`config.mk`:
```
export PLATFORM = sky130hd
export DESIGN_NAME = six_source_vectored_irq_ctrl
export DESIGN_NICKNAME = d
export VERILOG_FILES = /design/src/rtl/irq_ctrl_pkg.sv /design/src/rtl/six_source_vectored_irq_ctrl.sv
export SDC_FILE = /design/constraint.sdc
export NUM_CORES = 1
export LEC_CHECK = 0
export BUFFER_PORTS_ARGS = -buffer_cell sky130_fd_sc_hd__buf_2
export CAP_MARGIN = 30
export CORE_MARGIN = 2
export CORE_UTILIZATION = 47
export CTS_CLUSTER_SIZE = 30
export DETAILED_ROUTE_END_ITERATION = 6
export MAX_ROUTING_LAYER = met4
export PLACE_DENSITY_LB_ADDON = 0.05
export SLEW_MARGIN = 40
export SYNTH_ARGS = -nofsm -noshare
export SYNTH_HDL_FRONTEND = slang
export SYNTH_SLANG_ARGS = --single-unit
```
`constraint.sdc`:
```
create_clock -name clock -period 3.2 [get_ports clock]
set_input_delay 0.48 -clock clock [delete_from_list [all_inputs] [get_ports clock]]
set_output_delay 0.48 -clock clock [all_outputs]
set_load 0.05 [all_outputs]
```
`src/rtl/irq_ctrl_pkg.sv`:
```
// package: register map, field positions, vectors and sizes of the vectored interrupt controller
package irq_ctrl_pkg;
  // register offsets (printed offsets are not multiples of four: index, byte address = 4*index)
  localparam logic [7:0] PRIMARY_IDX   = 8'h0B;
  localparam logic [7:0] SECONDARY_IDX = 8'h1E;
  localparam logic [9:0] PRIMARY_ADDR   = {PRIMARY_IDX, 2'b00};
  localparam logic [9:0] SECONDARY_ADDR = {SECONDARY_IDX, 2'b00};
  localparam logic [7:0] CORE_CTRL_IDX  = 8'h40;
  localparam logic [7:0] CORE_STAT_IDX  = 8'h41;
  localparam logic [7:0] VECTOR_IDX     = 8'h42;
  localparam logic [9:0] CORE_CTRL_ADDR = {CORE_CTRL_IDX, 2'b00};
  localparam logic [9:0] CORE_STAT_ADDR = {CORE_STAT_IDX, 2'b00};
  localparam logic [9:0] VECTOR_ADDR    = {VECTOR_IDX, 2'b00};
  // primary fields
  localparam int GLOBAL_EN_BIT = 0;
  localparam int EXT_A_EN_BIT  = 1;
  localparam int EXT_B_EN_BIT  = 2;
  localparam int TIMER_A_EN_BIT = 3;
  localparam int EXT_A_FLAG_BIT = 4;
  localparam int EXT_B_FLAG_BIT = 5;
  localparam int TIMER_A_FLAG_BIT = 6;
  localparam int TEST_BIT       = 7;
  // secondary fields
  localparam int TIMER_B_EN_BIT  = 0;
  localparam int TICK_EN_BIT     = 1;
  localparam int RTC_EN_BIT      = 2;
  localparam int TIMER_B_FLAG_BIT = 4;
  localparam int TICK_FLAG_BIT   = 5;
  localparam int RTC_FLAG_BIT    = 6;
  localparam logic [7:0] SECONDARY_MASK = 8'h77;
  localparam logic [7:0] PRIMARY_RESET   = 8'h00;
  localparam logic [7:0] SECONDARY_RESET = 8'h00;
  // sources, in priority order (0 highest)
  localparam int NUM_SRC = 6;
  localparam logic [7:0] VEC_EXT_A   = 8'h04;
  localparam logic [7:0] VEC_EXT_B   = 8'h08;
  localparam logic [7:0] VEC_TIMER_A = 8'h0C;
  localparam logic [7:0] VEC_TIMER_B = 8'h10;
  localparam logic [7:0] VEC_TICK    = 8'h14;
  localparam logic [7:0] VEC_RTC     = 8'h18;
  // return stack
  localparam int STACK_DEPTH = 8;
  localparam int SP_W = 4;
  localparam logic [SP_W-1:0] SP_RESET = 4'h0;
  localparam logic [SP_W-1:0] SP_FULL  = 4'h8;
  // edge option for external pins
  typedef enum logic [1:0] {
    EDGE_FALL = 2'b00,
    EDGE_RISE = 2'b01,
    EDGE_BOTH = 2'b10
  } edge_sel_e;
  // axi responses
  localparam logic [1:0] RESP_OKAY   = 2'b00;
  localparam logic [1:0] RESP_SLVERR = 2'b10;
endpackage

```
`src/rtl/six_source_vectored_irq_ctrl.sv`:
```
// vectored six-source interrupt controller with axi4-lite register slave and core handshake
//
// Functional notes
// [RQ1] entry clears the global enable
// [RQ2] blocked requests still set flags, no vectoring
// [RQ3] stack full blocks every acknowledgment
// [RQ4] any set request flag raises wake
// [RQ5] entry pushes only pc, loads vector
// [RQ6] external pins set flags on chosen edge
// [RQ7] external a to 04h, b to 08h
// [RQ8] timer a overflow flag, vector 0ch
// [RQ9] timer b overflow flag, vector 10h
// [RQ10] tick base flag, vector 14h
// [RQ11] rtc tick flag, vector 18h
// [RQ12] primary enable bits global, ext a/b, timer a
// [RQ13] software writes zero to primary bit 7
// [RQ14] secondary enables; bits 3, 7 read zero
// [RQ15] interrupt return sets global enable; plain doesn't
// [RQ16] acknowledgments held until return or reenable
// [RQ17] requests evaluated on next phase-two pulse
// [RQ18] fixed priority ext a highest, rtc lowest
// [RQ19] flags persist; disabled source stays pending
// [RQ20] avoid nested calls inside service routines
// [RQ21] stack full from eight-level pointer
//
// overview
// six request sources feed two control registers.
// each register byte holds enables low, flags high.
// a flag is set by its source and cleared by
// software or by the accept that serves it.
// pending means flag and enable both set.
// the lowest pending index wins arbitration.
//
// evaluation point
// the core raises cycle_phase_two once per
// machine cycle; only its rising edge counts.
// requests that land between two rises are
// looked at together on the later rise.
// the rise is found against a registered copy,
// so a level held high never accepts twice.
//
// accept
// an accept needs the global enable, a free
// stack slot and at least one pending source.
// it raises irq_take for one cycle and loads
// irq_vector, which then holds until the next
// accept so the core may read it late.
// the same edge clears the served flag and the
// global enable; only the program counter is
// pushed, status is left to the routine.
//
// return
// an interrupt return pops and sets the global
// enable; a plain return only pops.
// if a return meets an accept in one cycle the
// accept wins and the enable stays low.
//
// stack
// calls and interrupt entry share one pointer.
// a push and a pop in one cycle cancel.
// a push at full and a pop at empty are ignored;
// software must keep nesting shallow, since a
// full stack silently blocks every accept.
//
// pins
// both pins pass two flops before the edge
// detector; stages reset high to match the idle
// level, so no false edge follows reset.
// the edge option is fixed at build time.
//
// register bus
// write address and data are taken in either
// order and held until the response handshake;
// the register write lands as bvalid rises.
// unmapped or out-of-range addresses answer
// with a slave error; unmapped ones change nothing,
// out-of-range ones still write by low ten bits.
// a write with the low byte strobe clear is
// dropped but still answers okay.
// the top bit of the primary register is kept
// as written; software must leave it zero.
//
// wake
// wake_req follows any set flag, enabled or not,
// so a halted core can restart on every source.
//
// Our own choice: the AXI4-Lite register port.
`timescale 1ns/1ps
module six_source_vectored_irq_ctrl #(
  parameter irq_ctrl_pkg::edge_sel_e EDGE_A = irq_ctrl_pkg::EDGE_FALL,
  parameter irq_ctrl_pkg::edge_sel_e EDGE_B = irq_ctrl_pkg::EDGE_FALL
) (
  input  wire logic        clock,
  input  wire logic        srst,
  // axi4-lite slave
  input  wire logic [31:0] s_axi_awaddr,
  input  wire logic        s_axi_awvalid,
  output logic             s_axi_awready,
  input  wire logic [31:0] s_axi_wdata,
  input  wire logic [3:0]  s_axi_wstrb,
  input  wire logic        s_axi_wvalid,
  output logic             s_axi_wready,
  output logic [1:0]       s_axi_bresp,
  output logic             s_axi_bvalid,
  input  wire logic        s_axi_bready,
  input  wire logic [31:0] s_axi_araddr,
  input  wire logic        s_axi_arvalid,
  output logic             s_axi_arready,
  output logic [31:0]      s_axi_rdata,
  output logic [1:0]       s_axi_rresp,
  output logic             s_axi_rvalid,
  input  wire logic        s_axi_rready,
  // sources
  input  wire logic        ext_irq_pin_a,
  input  wire logic        ext_irq_pin_b,
  input  wire logic        timer_a_ovf,
  input  wire logic        timer_b_ovf,
  input  wire logic        tick_base_pulse,
  input  wire logic        rtc_tick,
  // core sequencer
  input  wire logic        cycle_phase_two,
  input  wire logic        call_push,
  input  wire logic        plain_subroutine_exit,
  input  wire logic        irq_exit_reenable,
  output logic             irq_take,
  output logic [7:0]       irq_vector,
  output logic             wake_req,
  output logic [3:0]       stack_pointer
);
  ////////////////////////////////////////////////////////////////////////////////
  // registers and state
  logic [7:0]  primary;
  logic [7:0]  secondary;
  logic [2:0]  pin_a_sync;
  logic [2:0]  pin_b_sync;
  logic        phase_q;
  logic [5:0]  flags;
  logic [5:0]  enables;
  logic [5:0]  pending;
  logic [5:0]  grant;
  logic [5:0]  latched;
  logic        accept;
  logic        wr_go;
  logic        sw_wr_pri;
  logic        sw_wr_sec;
  logic        aw_held;
  logic        w_held;
  logic [31:0] aw_addr_q;
  logic [31:0] w_data_q;
  logic [3:0]  w_strb_q;
  logic        pop;
  logic        phase_edge;
  logic        ext_a_edge;
  logic        ext_b_edge;

  // edge choice as a function so both pins share one decoder
  function automatic logic edge_hit(input irq_ctrl_pkg::edge_sel_e sel, input logic prev, input logic cur);
    unique case (sel)
      irq_ctrl_pkg::EDGE_FALL: edge_hit = prev & ~cur;
      irq_ctrl_pkg::EDGE_RISE: edge_hit = ~prev & cur;
      irq_ctrl_pkg::EDGE_BOTH: edge_hit = prev ^ cur;
      default:                 edge_hit = 1'b0;
    endcase
  endfunction

  // vector lookup by source index
  function automatic logic [7:0] vec_of(input logic [5:0] g);
    vec_of = 8'h00;
    if (g[0]) vec_of = irq_ctrl_pkg::VEC_EXT_A;   // RQ7
    if (g[1]) vec_of = irq_ctrl_pkg::VEC_EXT_B;   // RQ7
    if (g[2]) vec_of = irq_ctrl_pkg::VEC_TIMER_A; // RQ8
    if (g[3]) vec_of = irq_ctrl_pkg::VEC_TIMER_B; // RQ9
    if (g[4]) vec_of = irq_ctrl_pkg::VEC_TICK;    // RQ10
    if (g[5]) vec_of = irq_ctrl_pkg::VEC_RTC;     // RQ11
  endfunction

  ////////////////////////////////////////////////////////////////////////////////
  // pin synchronisers; stage 0 is read only by stage 1
  always_ff @(posedge clock) begin
    if (srst) begin
      pin_a_sync <= 3'h7;
      pin_b_sync <= 3'h7;
      phase_q    <= 1'b0;
    end else begin
      pin_a_sync <= {pin_a_sync[1:0], ext_irq_pin_a};
      pin_b_sync <= {pin_b_sync[1:0], ext_irq_pin_b};
      phase_q    <= cycle_phase_two;
    end
  end

  assign ext_a_edge = edge_hit(EDGE_A, pin_a_sync[2], pin_a_sync[1]); // RQ6
  assign ext_b_edge = edge_hit(EDGE_B, pin_b_sync[2], pin_b_sync[1]); // RQ6
  assign phase_edge = cycle_phase_two & ~phase_q; // RQ17

  ////////////////////////////////////////////////////////////////////////////////
  // arbitration: flags gathered in priority order
  assign flags   = {secondary[irq_ctrl_pkg::RTC_FLAG_BIT], secondary[irq_ctrl_pkg::TICK_FLAG_BIT],
                    secondary[irq_ctrl_pkg::TIMER_B_FLAG_BIT], primary[irq_ctrl_pkg::TIMER_A_FLAG_BIT],
                    primary[irq_ctrl_pkg::EXT_B_FLAG_BIT], primary[irq_ctrl_pkg::EXT_A_FLAG_BIT]};
  assign enables = {secondary[irq_ctrl_pkg::RTC_EN_BIT], secondary[irq_ctrl_pkg::TICK_EN_BIT],
                    secondary[irq_ctrl_pkg::TIMER_B_EN_BIT], primary[irq_ctrl_pkg::TIMER_A_EN_BIT],
                    primary[irq_ctrl_pkg::EXT_B_EN_BIT], primary[irq_ctrl_pkg::EXT_A_EN_BIT]};
  assign pending = flags & enables; // RQ19
  assign grant   = pending & ~(pending - 6'h01); // RQ18
  // global enable cleared during service holds everything back; full stack too
  assign accept  = phase_edge & primary[irq_ctrl_pkg::GLOBAL_EN_BIT] // RQ16 RQ2
                   & (stack_pointer != irq_ctrl_pkg::SP_FULL) & (|pending); // RQ3
  assign latched = accept ? grant : 6'h00;
  assign pop     = plain_subroutine_exit | irq_exit_reenable;

  ////////////////////////////////////////////////////////////////////////////////
  // core handshake outputs, registered
  always_ff @(posedge clock) begin
    if (srst) begin
      irq_take   <= 1'b0;
      irq_vector <= 8'h00;
      wake_req   <= 1'b0;
    end else begin
      irq_take   <= accept;                   // RQ5
      irq_vector <= accept ? vec_of(grant) : irq_vector; // RQ5
      wake_req   <= |flags;                   // RQ4
    end
  end

  // return stack pointer shared by calls and interrupt entry
  always_ff @(posedge clock) begin
    if (srst) begin
      stack_pointer <= irq_ctrl_pkg::SP_RESET;
    end else if ((accept | call_push) && !pop && stack_pointer != irq_ctrl_pkg::SP_FULL) begin
      stack_pointer <= stack_pointer + 4'h1;  // RQ21 RQ5
    end else if (pop && !(accept | call_push) && stack_pointer != irq_ctrl_pkg::SP_RESET) begin
      stack_pointer <= stack_pointer - 4'h1;  // RQ21
    end
  end

  ////////////////////////////////////////////////////////////////////////////////
  // axi write channel: address and data taken in either order
  assign wr_go     = aw_held & w_held & ~s_axi_bvalid;
  assign sw_wr_pri = wr_go & (aw_addr_q[9:0] == irq_ctrl_pkg::PRIMARY_ADDR) & w_strb_q[0];
  assign sw_wr_sec = wr_go & (aw_addr_q[9:0] == irq_ctrl_pkg::SECONDARY_ADDR) & w_strb_q[0];

  always_ff @(posedge clock) begin
    if (srst) begin
      aw_held       <= 1'b0;
      w_held        <= 1'b0;
      aw_addr_q     <= 32'h0000_0000;
      w_data_q      <= 32'h0000_0000;
      w_strb_q      <= 4'h0;
      s_axi_awready <= 1'b0;
      s_axi_wready  <= 1'b0;
      s_axi_bvalid  <= 1'b0;
      s_axi_bresp   <= irq_ctrl_pkg::RESP_OKAY;
    end else begin
      s_axi_awready <= ~aw_held & ~(s_axi_awvalid & s_axi_awready);
      s_axi_wready  <= ~w_held & ~(s_axi_wvalid & s_axi_wready);
      if (s_axi_awvalid && s_axi_awready) begin
        aw_held   <= 1'b1;
        aw_addr_q <= s_axi_awaddr;
      end
      if (s_axi_wvalid && s_axi_wready) begin
        w_held   <= 1'b1;
        w_data_q <= s_axi_wdata;
        w_strb_q <= s_axi_wstrb;
      end
      if (wr_go) begin
        s_axi_bvalid <= 1'b1;
        s_axi_bresp  <= (aw_addr_q[9:0] == irq_ctrl_pkg::PRIMARY_ADDR ||
                         aw_addr_q[9:0] == irq_ctrl_pkg::SECONDARY_ADDR ||
                         aw_addr_q[9:0] == irq_ctrl_pkg::CORE_CTRL_ADDR ||
                         aw_addr_q[9:0] == irq_ctrl_pkg::CORE_STAT_ADDR ||
                         aw_addr_q[9:0] == irq_ctrl_pkg::VECTOR_ADDR) && aw_addr_q[31:10] == 22'h0
                        ? irq_ctrl_pkg::RESP_OKAY : irq_ctrl_pkg::RESP_SLVERR;
      end else if (s_axi_bvalid && s_axi_bready) begin
        s_axi_bvalid <= 1'b0;
        aw_held      <= 1'b0;
        w_held       <= 1'b0;
      end
    end
  end

  ////////////////////////////////////////////////////////////////////////////////
  // primary control register: software write, hardware set wins, entry clears
  always_ff @(posedge clock) begin
    if (srst) begin
      primary <= irq_ctrl_pkg::PRIMARY_RESET;
    end else begin
      if (sw_wr_pri) begin
        primary <= w_data_q[7:0]; // RQ12 RQ13
      end
      if (latched[0] || latched[1] || latched[2] || irq_exit_reenable) begin
        primary[irq_ctrl_pkg::GLOBAL_EN_BIT] <= irq_exit_reenable & ~accept; // RQ1 RQ15
      end
      if (latched[0]) primary[irq_ctrl_pkg::EXT_A_FLAG_BIT] <= 1'b0;   // RQ7
      if (latched[1]) primary[irq_ctrl_pkg::EXT_B_FLAG_BIT] <= 1'b0;   // RQ7
      if (latched[2]) primary[irq_ctrl_pkg::TIMER_A_FLAG_BIT] <= 1'b0; // RQ8
      if (accept) primary[irq_ctrl_pkg::GLOBAL_EN_BIT] <= 1'b0;        // RQ1
      if (ext_a_edge) primary[irq_ctrl_pkg::EXT_A_FLAG_BIT] <= 1'b1;   // RQ6 RQ2
      if (ext_b_edge) primary[irq_ctrl_pkg::EXT_B_FLAG_BIT] <= 1'b1;   // RQ6 RQ2
      if (timer_a_ovf) primary[irq_ctrl_pkg::TIMER_A_FLAG_BIT] <= 1'b1; // RQ8
    end
  end

  // secondary control register; unused bits 3 and 7 never hold a one
  always_ff @(posedge clock) begin
    if (srst) begin
      secondary <= irq_ctrl_pkg::SECONDARY_RESET;
    end else begin
      if (sw_wr_sec) begin
        secondary <= w_data_q[7:0] & irq_ctrl_pkg::SECONDARY_MASK; // RQ14
      end
      if (latched[3]) secondary[irq_ctrl_pkg::TIMER_B_FLAG_BIT] <= 1'b0; // RQ9
      if (latched[4]) secondary[irq_ctrl_pkg::TICK_FLAG_BIT] <= 1'b0;    // RQ10
      if (latched[5]) secondary[irq_ctrl_pkg::RTC_FLAG_BIT] <= 1'b0;     // RQ11
      if (timer_b_ovf) secondary[irq_ctrl_pkg::TIMER_B_FLAG_BIT] <= 1'b1;  // RQ9
      if (tick_base_pulse) secondary[irq_ctrl_pkg::TICK_FLAG_BIT] <= 1'b1; // RQ10
      if (rtc_tick) secondary[irq_ctrl_pkg::RTC_FLAG_BIT] <= 1'b1;         // RQ11
    end
  end

  ////////////////////////////////////////////////////////////////////////////////
  // axi read channel, one outstanding read
  always_ff @(posedge clock) begin
    if (srst) begin
      s_axi_arready <= 1'b0;
      s_axi_rvalid  <= 1'b0;
      s_axi_rdata   <= 32'h0000_0000;
      s_axi_rresp   <= irq_ctrl_pkg::RESP_OKAY;
    end else begin
      s_axi_arready <= ~s_axi_rvalid & ~(s_axi_arvalid & s_axi_arready);
      if (s_axi_arvalid && s_axi_arready) begin
        s_axi_rvalid <= 1'b1;
        s_axi_rresp  <= irq_ctrl_pkg::RESP_OKAY;
        s_axi_rdata  <= 32'h0000_0000;
        if (s_axi_araddr[31:10] != 22'h0) begin
          s_axi_rresp <= irq_ctrl_pkg::RESP_SLVERR;
        end else begin
          unique case (s_axi_araddr[9:0])
            irq_ctrl_pkg::PRIMARY_ADDR:   s_axi_rdata <= {24'h00_0000, primary};
            irq_ctrl_pkg::SECONDARY_ADDR: s_axi_rdata <= {24'h00_0000, secondary}; // RQ14
            irq_ctrl_pkg::CORE_CTRL_ADDR: s_axi_rdata <= 32'h0000_0000;
            irq_ctrl_pkg::CORE_STAT_ADDR: s_axi_rdata <= {26'h000_0000, wake_req, stack_pointer, irq_take};
            irq_ctrl_pkg::VECTOR_ADDR:    s_axi_rdata <= {24'h00_0000, irq_vector};
            default:                      s_axi_rresp <= irq_ctrl_pkg::RESP_SLVERR;
          endcase
        end
      end else if (s_axi_rvalid && s_axi_rready) begin
        s_axi_rvalid <= 1'b0;
      end
    end
  end
endmodule // six_source_vectored_irq_ctrl

```
* Yosys cells after proc, flatten, opt, wreduce, memory -nomap -nowiden
Cells that the tools add are included.
** Operators by class
- Bitwise gates (word level) :: 35
- Add/sub/neg operators :: 3
- Equal/unequal tests :: 11
- Reduce and logical (&&, ||, !) cells :: 36
- Multiplexer cells :: 39
** Operator list (number)
- equality test 10 x 9 -> 1 bit, second input constant :: 6
- 2-to-1 mux 8 bit :: 6
- one-hot mux 8 bit (4 select lines) :: 1
- 2-to-1 mux 1 bit :: 23
- zero test 22 bit :: 1
- nonzero test 22 bit :: 1
- equality test 10 x 6 -> 1 bit, second input constant :: 2
- equality test 10 x 7 -> 1 bit, second input constant :: 2
- AND 1 bit :: 19
- nonzero test 3 bit :: 6
- 2-to-1 mux 7 bit :: 2
- AND 6 bit :: 2
- OR reduction 6 bit :: 2
- inverter 1 bit :: 11
- logical AND 1 bit :: 10
- 2-to-1 mux 4 bit :: 2
- nonzero test 2 bit :: 4
- logical OR 1 bit :: 7
- 2-to-1 mux 2 bit :: 3
- 2-to-1 mux 6 bit :: 1
- inverter 6 bit :: 1
- subtractor 6 x 1 -> 6 bit, second input constant :: 1
- OR reduction 5 bit :: 1
- adder 4 x 1 -> 4 bit, second input constant :: 1
- 7 further kinds :: 9
** Word-level totals
- Word-level logic and storage cells :: 153
- Output and inout port bits :: 55
- Bits in registers :: 119

* Depth between registers and ports, before layout
Gate-level depths: netlist of the first run.
- Depth in word-level cells :: 11
- Mapped depth :: 9

* Worst setup path before layout of the first run
OpenSTA, ideal clock, no wires.
- Path type :: flip-flop to flip-flop
- Start point :: register stack_pointer[0]
- End point :: register stack_pointer[3]
- Stages on the path, launching flop included :: 10
- Clock period less this slack :: 2.855 ns
- Arrival time :: 2.735 ns
- Setup time :: 0.120 ns
- Path buffers :: 0
- Path slack :: 0.345 ns
- Path through :: dfxtp_1 > nor4b_1 > a2111oi_2 > o21ai_1 > ha_1 > a21o_1 > a21oi_1 > o21ai_0 > o32ai_1 > o2bb2ai_1
** Between the ends
- Cells in the longest elaborated chain, start to end :: 8
** Ends and longest elaborated chain
- start, declared :: line six_source_vectored_irq_ctrl.sv:128 : output logic [3:0] stack_pointer
- start signal, assigned :: line six_source_vectored_irq_ctrl.sv:228 : stack_pointer <= irq_ctrl_pkg::SP_RESET;
- start signal, assigned :: line six_source_vectored_irq_ctrl.sv:230 : stack_pointer <= stack_pointer + 4'h1;
- start signal, assigned :: line six_source_vectored_irq_ctrl.sv:232 : stack_pointer <= stack_pointer - 4'h1;
- inequality test 4 bit :: line six_source_vectored_irq_ctrl.sv:207, six_source_vectored_irq_ctrl.sv:229
- AND 1 bit (2 in a row) :: line six_source_vectored_irq_ctrl.sv:207 : & (stack_pointer != irq_ctrl_pkg::SP_FULL) & (|pending);
- OR 1 bit :: line six_source_vectored_irq_ctrl.sv:229, six_source_vectored_irq_ctrl.sv:231
- zero test 1 bit :: line six_source_vectored_irq_ctrl.sv:231 : end else if (pop && !(accept | call_push) && stack_pointer != irq_ctrl_pkg::SP_RESET) begin
- logical AND 1 bit (2 in a row) :: line six_source_vectored_irq_ctrl.sv:231
- nonzero test 2 bit (no line)
Parallel ways exist; a longest one is shown, timed or not. The select of a mux whose other input is x is not followed.
A chain may end at the register's enable or synchronous reset.

* Worst setup path in the final report of the first run
Ends and elaborated chain as after synthesis.

==> flow_metrics.tcl, run 1 <==
set metrics [dict create \
    status "completed" \
    path_clk_slew_ps 90 \
    post_cts_resized 0 \
    area_growth_pct 19.6 \
    initial_utilization_pct 48.1 \
    seq_area_frac_synth_pct 45.0 \
    synth.most_common_cell "nand2_1" \
    ys_types 55 \
    hold_path.class "primary input to flop" \
    multiInputGateArea_mm2 0.00194 \
    syn-instance-count 478 \
    min_period_over_period_pct 81.3 \
    cts_tree "done" \
    post_cts_buffers 0 \
    cts_buffer_depth 2 \
    rows 33 \
    synth.area.top_cells "dfxtp_1 45%, nand2_1 11%, a21oi_1 6.9%, buf_4 5.9%, mux2i_1 3.1%" \
    maxSlewHeadroom_pct 49.7 \
    path_delay_family "compound AO/OA/AOI/OAI gates" \
    cp_max_fo 9 \
    antenna_cells 0 \
    cts_root_buf "clkbuf_8" \
    drive_gt1_share_pct 24.5 \
    viasPerCell 5.13 \
    numCtsBuffers 9 \
    synth_edf_count 0 \
    yosysTopAreaCell "dfxtp_1" \
    crit_type "flop to flop" \
    ys_ff_latch 88 \
    hold_viol 0 \
    antenna_left 0 \
    slowest_delay_ps 650 \
    worst-endpoint-required_ps 3450 \
    gp_congestion 0.852 \
    ys_warn_count 0 \
    grt_pass1_wl_mm 14.5 \
    antenna_found_initial 0 \
    die-area_mm2 0.00907 \
    dr.pass1.iters 5 \
    peakVddDrop_mv 0.296 \
    startpoint_type "flop" \
    avgRoutedWirePerCell_um 13.0 \
    cts.sinks 88 \
    grt_max_degree 51 \
    crit_path_cell_trace "nor4b_1 > a2111oi_2 > o21ai_1 > ha_1 > a21o_1 > a21oi_1 > o21ai_0 > o32ai_1 > o2bb2ai_1" \
    regArea_mm2 0.00176 \
    finalMaxSlewViolations 0 \
    post-route-util_pct 57.5 \
    cts_hold_buf 0 \
    rsz0062_at_grt "false" \
    grt_pass1_vias 3142 \
    p_per_area_mw_per_mm2 544 \
    drt_iter0_markers 142 \
    synth_top_area_share_pct 45.0 \
    io_buffer_count 113 \
    h-tree-depth 3 \
    static-leakage-power_nw 1.93 \
    path_buf_inv 0 \
    die_w_um 95.2 \
    fp.dieH_um 95.2 \
    worstMarginPinSlew_ps 748 \
    clk_latency_ps 360 \
    avgSynthCellArea_um2 8.19 \
    wirelength_mm 9.12 \
    grtUsageTotal_pct 21.4 \
    skew_ps 12.8 \
    drv_cap 0 \
    fp.coreArea_mm2 0.00813 \
    yosys-top-cells-count "112 x nand2_1, 88 x dfxtp_1, 54 x a21oi_1" \
    drc 0 \
    mappedNetlistArea_mm2 0.00391 \
    synth_ff_type "dfxtp_1" \
    final_net_count 710 \
    finalPower_w 0.00255 \
    setup_violations 0 \
    cp-end-kind "flop" \
    min_period_ps 2600 \
    dr_total_vias 3588 \
    dp_hpwl_mm 7.00 \
    cp_slowest_cell "nor4b_1" \
    worstPathArrival_ps 2850 \
    ios 172 \
    overflow 0 \
    max_clock_freq_mhz 384 \
    ys_async_sr_fraction_pct 0 \
    tns_ps 0 \
    fill_cells 819 \
]
==> cells by family (layout without fill, tap and decap cells) <==
logic type | after synthesis | count (layout) | synth area share [%]
buf+inv | 56 | 143 | 8.38
xor+xnor | 1 | 1 | 0.224
simple gates | 209 | 209 | 24.5
flops | 88 | 88 | 45.0
mux | 14 | 14 | 3.65
compound gates | 106 | 106 | 16.9
other cells | 1 | 31 | 0.0958
fa+ha+maj | 3 | 3 | 1.15
==> power by group <==
part | switching, W | internal, W
clock | 0.000383 | 0.000384
sequential | 0.0000769 | 0.00116
combinational | 0.000362 | 0.000183
total | 0.000822 | 0.00173
==> state kept, by name, summed over array words and instances (netlist names), 3 cells and up <==
signal / flops
primary: 8
secondary: 6
pin_a_sync: 3
aw_addr_q: 32
w_data_q: 8
stack_pointer: 4
irq_vector: 3
pin_b_sync: 3
s_axi_rdata: 8
==> cell usage in the layout (no fill, tap or decap), types with 11 or more instances in the layout <==
cell type,n
nor4_1,13
buf_2,113
conb_1,31
nor2_1,32
nor3_1,11
a21oi_1,54
mux2i_1,12
nand2_1,111
o21ai_0,12
dfxtp_1,88
==> final timing paths <==
path	endpoint	from	cells after the start	slack [ps]
setup / recovery	stack_pointer[3]	stack_pointer[0]	9	600
hold / removal	pin_b_sync[0]	ext_irq_pin_b	2	310
setup reg to reg	stack_pointer[3]	stack_pointer[0]	9	600
hold reg to reg	pin_b_sync[1]	pin_b_sync[0]	1	420
==> through the flow <==
step                instance area [um^2]  setup WS, ps  instances  hold slack [ps]
global route                        4680           358        700              299
detailed placement                  4480           626        684              398
CTS                                 4680           597        700              284
global placement                    4480           707        684              402
finish                              4680           597        700              310
floorplan                           4030           345        508              389
==> area by class of cell <==
| class | count | area share (%) |
|---|---|---|
| Multi-Input combinational cell | 364 | 41.5 |
| Sequential cell | 88 | 37.6 |
| Timing Repair Buffer | 120 | 13.2 |
| Clock buffer | 12 | 3.10 |
| Tap cell | 105 | 2.81 |
| Clock inverter | 4 | 1.15 |
| Inverter | 7 | 0.561 |
==> per-layer routing <==
metal  vias to the layer above  share of wire, %  track usage [%]  routed length, um
met3                         4               7.8             5.14                712
met4                         0              0.72             8.57                 66
met1                      1626                43             25.0               3940
met5                         -                 0                -                  0
met2                       121                48             35.4               4400
li1                       1837                 -                -                  -
Note: power is estimated with default switching activity, not from simulation.
==> inputs of run 2 (changes only) <==
--- a/config.mk
+++ b/config.mk
@@ -8,7 +8,7 @@
 export BUFFER_PORTS_ARGS = -buffer_cell sky130_fd_sc_hd__buf_2
 export CAP_MARGIN = 30
 export CORE_MARGIN = 2
-export CORE_UTILIZATION = 47
+export CORE_UTILIZATION = 43
 export CTS_CLUSTER_SIZE = 30
 export DETAILED_ROUTE_END_ITERATION = 6
 export MAX_ROUTING_LAYER = met4
==> constraint.sdc (replaced) <==
create_clock -name clock -period 2.3 [get_ports clock]
set_input_delay 0.345 -clock clock [delete_from_list [all_inputs] [get_ports clock]]
set_output_delay 0.345 -clock clock [all_outputs]
set_load 0.05 [all_outputs]
==> run 2 against run 1 <==
Via count is 4.0% higher. Sequential power is 36% higher. Critical path depth is 1 higher. Clock power is 59% higher. Combinational power is 62% higher. Critical endpoint unchanged. Sequential share of layout area is 1.9 points lower. Routed wire length is 10% higher. Sequential cell count stayed put. Maximum frequency is 18% higher. Non-clock buffer count is 27 higher. Register-to-register slack worse by 510 ps.
==> flow_metrics.tcl, run 2 (same netlist as run 1, synthesis figures left out) <==
set metrics [dict create \
    fp.dieH_um 99.4 \
    area_growth_pct 26.7 \
    cp-end-kind "flop" \
    h-tree-depth 3 \
    skew_ps 6.64 \
    antenna_cells 0 \
    setup_slack_ps 87.4 \
    place_worst_setup_slack_ps 26.4 \
    maxSlewHeadroom_pct 61.1 \
    cts.sinks 88 \
    peakVddDrop_mv 0.411 \
    clk_latency_ps 350 \
    static-leakage-power_nw 2.09 \
    p_per_area_mw_per_mm2 767 \
    slowest_delay_ps 400 \
    path_clk_slew_ps 90 \
    regMostFlops "aw_addr_q" \
    initial_utilization_pct 44.6 \
    ff2ff_path_depth 10 \
    holdPathEnd "pin_a_sync[0]" \
    hold_viol 0 \
    path_delay_family "compound AO/OA/AOI/OAI gates" \
    min_period_over_period_pct 96.2 \
    fp.coreArea_mm2 0.00876 \
    grt_pass1_wl_mm 16.5 \
    finalPower_w 0.00380 \
    rows 34 \
    drv_cap 0 \
    drive_gt1_share_pct 29.7 \
    status "completed" \
    dp_hpwl_mm 7.72 \
    antenna_found_initial 0 \
    cp_slowest_cell "a2111oi_4" \
    r2r_start "primary[3]" \
    grt_max_degree 31 \
    finalMaxSlewViolations 0 \
    grt_pass1_vias 3517 \
    cts_root_buf "clkbuf_8" \
    worstPathArrival_ps 2460 \
    dr_total_vias 3733 \
    crit_path_cell_trace "a222oi_1 > buf_4 > a2111oi_4 > o21ai_2 > buf_4 > ha_1 > a21oi_2 > o21ai_1 > o32ai_1 > o2bb2ai_1" \
    r2r_end "stack_pointer[3]" \
    io_buffer_count 113 \
    final_net_count 737 \
    cp_max_fo 5 \
    worstMarginPinSlew_ps 576 \
    viasPerCell 5.11 \
    path_buf_inv 2 \
    hold_depth 2 \
    wirelength_mm 10.0 \
    startpoint_type "flop" \
    antenna_left 0 \
    largest_reg_flops 32 \
    drc 0 \
    hold_path.class "primary input to flop" \
    cts_buffer_depth 2 \
    gp_congestion 0.893 \
    critical_path.startpoint "primary[3]" \
    die-area_mm2 0.00988 \
    cts_tree "done" \
    final_common_cell "buf_2" \
    numCtsBuffers 9 \
    avgRoutedWirePerCell_um 13.7 \
    worst-endpoint-required_ps 2550 \
    rsz0062_at_grt "true" \
    max_clock_freq_mhz 452 \
    die_w_um 99.4 \
    cts_hold_buf 0 \
    drt_iter0_markers 163 \
    overflow 0 \
    ios 172 \
    min_period_ps 2210 \
    min_from "ext_irq_pin_a" \
    reg2reg_slack_ps 90 \
    cp_common_cell "buf_4" \
    setup_violations 0 \
    dr.pass1.iters 6 \
    grtUsageTotal_pct 21.6 \
    layout_common_cells "113 x buf_2, 112 x nand2_1, 80 x dfxtp_1" \
    crit_type "flop to flop" \
]
-- run 2: routing by layer --
metal	vias up	wire length [um]	GRT usage (%)
met5	-	0	-
met4	0	99	5.06
met3	9	694	5.83
met2	141	4810	36.2
met1	1696	4430	26.0
li1	1887	-	-
-- run 2: final cells by class --
type | instances | area, um^2
fill | 869 | 3810
clock inverter | 4 | 73.8
timing repair buffer | 147 | 821
inverter | 7 | 26.3
tap | 108 | 135
clock buffer | 12 | 155
sequential | 88 | 1770
multi-input combinational | 364 | 1970
-- run 2: power by group --
part	switching [W]	internal (W)	leakage, nW	total, W
Combinational	0.000568	0.000317	1.25	0.000885
Sequential	0.0000738	0.00162	0.722	0.00169
Clock	0.000547	0.000674	0.117	0.00122
Total	0.00119	0.00261	2.09	0.00380
-- run 2: timing repair --
| item | CTS | global route |
|---|---|---|
| setup buffers | 0 | 2 |
| hold endpoints to repair | 0 | 0 |
| endpoints found under the setup margin | 0 | 2 |
| resized for setup | 0 | 3 |
-- run 2: worst max-delay path by stage --
| stage | end | cells after the start |
|---|---|---|
| floorplan | stack_pointer[3] | 9 |
| global placement | stack_pointer[3] | 10 |
| detailed placement | s_axi_rdata[3] | 7 |
| CTS | stack_pointer[3] | 10 |
| global route | stack_pointer[3] | 10 |
| finish | stack_pointer[3] | 10 |
-- run 2: per-stage QoR --
step	area [um^2]	TNS (ps)	util [%]	std cells	hold WS [ps]
final	4960	0	56.6	730	168
after global routing	4960	-41.4	56.6	730	138
after CTS	4930	0	56.3	728	154
after detailed placement	4700	0	53.7	712	399
after global placement	4700	0	53.7	712	401
after floorplan	4060	-100	-	508	389
==> inputs of run 3 (changes only) <==
--- a/config.mk
+++ b/config.mk
@@ -5,6 +5,7 @@
 export SDC_FILE = /design/constraint.sdc
 export NUM_CORES = 1
 export LEC_CHECK = 0
+export ABC_AREA = 1
 export BUFFER_PORTS_ARGS = -buffer_cell sky130_fd_sc_hd__buf_2
 export CAP_MARGIN = 30
 export CORE_MARGIN = 2
==> run 3 against run 2 <==
Utilization is 3.3 points lower. Power is 8.1% lower. Routed wire length is 3.1% lower. Critical endpoint unchanged.
==> flow_metrics.tcl, run 3 <==
set metrics [dict create \
    die_w_um 102 \
    placed_area_mm2 0.00471 \
    dr_total_vias 3859 \
    min_period_over_period_pct 92.3 \
    synth_edf_count 0 \
    cp-end-kind "flop" \
    stdcell_area_mm2 0.00492 \
    final_common_cell "buf_2" \
    final_net_count 805 \
    pwr-share-clk_pct 31.6 \
    largest_reg_flops 32 \
    setup_violations 0 \
    rows 35 \
    synth_ff_type "dfxtp_1" \
    static-leakage-power_nw 2.38 \
    crit_type "flop to flop" \
    cts_tree "done" \
    layout_common_cells "113 x buf_2, 106 x nor2_1, 85 x dfxtp_1" \
    internal_power_w 0.00238 \
    wirelength_mm 9.73 \
    cts_root_buf "clkbuf_8" \
    antenna_cells 0 \
    drt_iter0_markers 159 \
    cts.sinks 88 \
    startpoint_type "flop" \
    finalMaxSlewViolations 0 \
    p_sw_share_pct 31.9 \
    worstMarginPinSlew_ps 658 \
    synth.most_common_cell "nor2_1" \
    wl_met2_mm 4.23 \
    tns_ps 0 \
    syn-instance-count 573 \
    hold_depth 2 \
    hold_path.class "primary input to flop" \
    die-area_mm2 0.0104 \
    ys_ff_latch 88 \
    p_per_area_mw_per_mm2 709 \
    ios 172 \
    seq_power_share_pct 48.5 \
    mappedNetlistArea_mm2 0.00411 \
    peakVddDrop_mv 0.421 \
    finalPower_w 0.00349 \
    maxSlewHeadroom_pct 56.1 \
    avgSynthCellArea_um2 7.18 \
    numCtsBuffers 9 \
    fp.dieH_um 102 \
    post_cts_resized 0 \
    grt_max_degree 60 \
    routed.top_layer "met4" \
    cp_max_fo 5 \
    avgRoutedWirePerCell_um 11.9 \
    dr.pass1.iters 4 \
    grtUsageTotal_pct 19.5 \
    worst-endpoint-required_ps 2550 \
    ys_warn_count 0 \
    seq_area_frac_synth_pct 42.8 \
    rsz0062_at_grt "false" \
    fp.coreArea_mm2 0.00924 \
    antenna_left 0 \
    synth.area.top_cells "dfxtp_1 43%, nor2_1 9.7%, nand2_1 7.5%, o21ai_0 7.4%, buf_4 5.7%" \
    synth_top_area_share_pct 42.8 \
    yosys-top-cells-count "106 x nor2_1, 88 x dfxtp_1, 82 x nand2_1" \
    status "completed" \
    clk_latency_ps 360 \
    worstPathArrival_ps 2370 \
    dp_hpwl_mm 7.34 \
    yosysTopAreaCell "dfxtp_1" \
    layoutNonFillerInstCount 819 \
    antenna_found_initial 0 \
    wl_met1_mm 4.77 \
    cts_hold_buf 0 \
    post-place-cells 803 \
    met3_length_um 619 \
    min_period_ps 2120 \
    grt_pass1_wl_mm 15.6 \
    p_switching_w 0.00111 \
    cts_buffer_depth 2 \
    drv_cap 0 \
    fill_cells 928 \
    skew_ps 16.9 \
    combPwrFrac_pct 19.9 \
    drive_gt1_share_pct 25.1 \
    post_cts_buffers 0 \
    area_growth_pct 19.7 \
    ff2ff_path_depth 14 \
    path_clk_slew_ps 100 \
    ys_types 40 \
    initial_utilization_pct 44.5 \
    overflow 0 \
    ys_async_sr_fraction_pct 0 \
    regMostFlops "aw_addr_q" \
    max_clock_freq_mhz 471 \
    hold_viol 0 \
    drc 0 \
    viasPerCell 4.71 \
    io_buffer_count 113 \
    grt_pass1_vias 3420 \
    h-tree-depth 3 \
    gp_congestion 0.883 \
]
run 3: worst paths after layout:
path                      endpoint  slack [ps]     startpoint
setup reg to reg  stack_pointer[3]         180     primary[2]
hold reg to reg      pin_b_sync[1]         410  pin_b_sync[0]
hold / removal       pin_b_sync[0]         170  ext_irq_pin_b
setup / recovery  stack_pointer[3]         180     primary[2]
run 3: layout make-up:
| cell class | count | area, um^2 | share of cell area [%] |
|---|---|---|---|
| inverter | 61 | 229 | 4.65 |
| timing repair buffer | 119 | 623 | 12.7 |
| tap | 129 | 161 | 3.28 |
| multi-input combinational | 406 | 1940 | 39.4 |
| clock buffer | 10 | 138 | 2.80 |
| sequential | 88 | 1770 | 35.9 |
| clock inverter | 6 | 66.3 | 1.35 |
run 3: power groups by stage:
| stage | registers (W) | logic (W) | clock network (W) |
|---|---|---|---|
| 6_report | 0.00169 | 0.000696 | 0.00110 |
| 5_1_grt | 0.00171 | 0.000773 | 0.00120 |
| 4_1_cts | 0.00169 | 0.000693 | 0.00113 |
| 3_5_place_dp | 0.00173 | 0.000691 | 0 |
| 3_3_place_gp | 0.00172 | 0.000680 | 0 |
| 2_1_floorplan | 0.00181 | 0.000442 | 0 |
run 3: per-layer routing:
layer,GRT usage (%),vias to the layer above
met5,-,-
met1,25.9,1689
met4,5.95,0
li1,-,2019
met3,4.31,12
met2,30.0,139
run 3: critical path: stages, from the launching register on:
cell,delay (ps)
dfxtp_1,420
nand2_1,130
nand2_2,130
nor2_4,50
nand2_2,70
nand2_4,60
nand2_2,90
nand2_2,100
ha_1,350
a21oi_2,180
nand2_1,70
o21ai_1,180
nand3_1,90
nand2_1,60
nor2_1,40
run 3: stage by stage:
stage / util, % / setup WS, ps / hold slack, ps
2_1_floorplan: - / 2.37 / 389
4_1_cts: 53.2 / 125 / 155
3_5_place_dp: 51.0 / 147 / 394
3_3_place_gp: 51.0 / 248 / 392
5_1_grt: 53.3 / 1.13 / 142
6_report: 53.3 / 177 / 172
run 3: kinds of logic (layout without fill, tap and decap cells):
kind of cell	after synthesis	count (layout)	synth area share (%)
flip-flops	88	88	42.8
buffers and inverters	109	196	12.8
AO/OA/AOI/OAI	115	115	15.1
AND/OR/NAND/NOR	256	256	27.8
adder cells (fa/ha/maj)	3	3	1.09
other	1	31	0.0912
XOR/XNOR	1	1	0.213
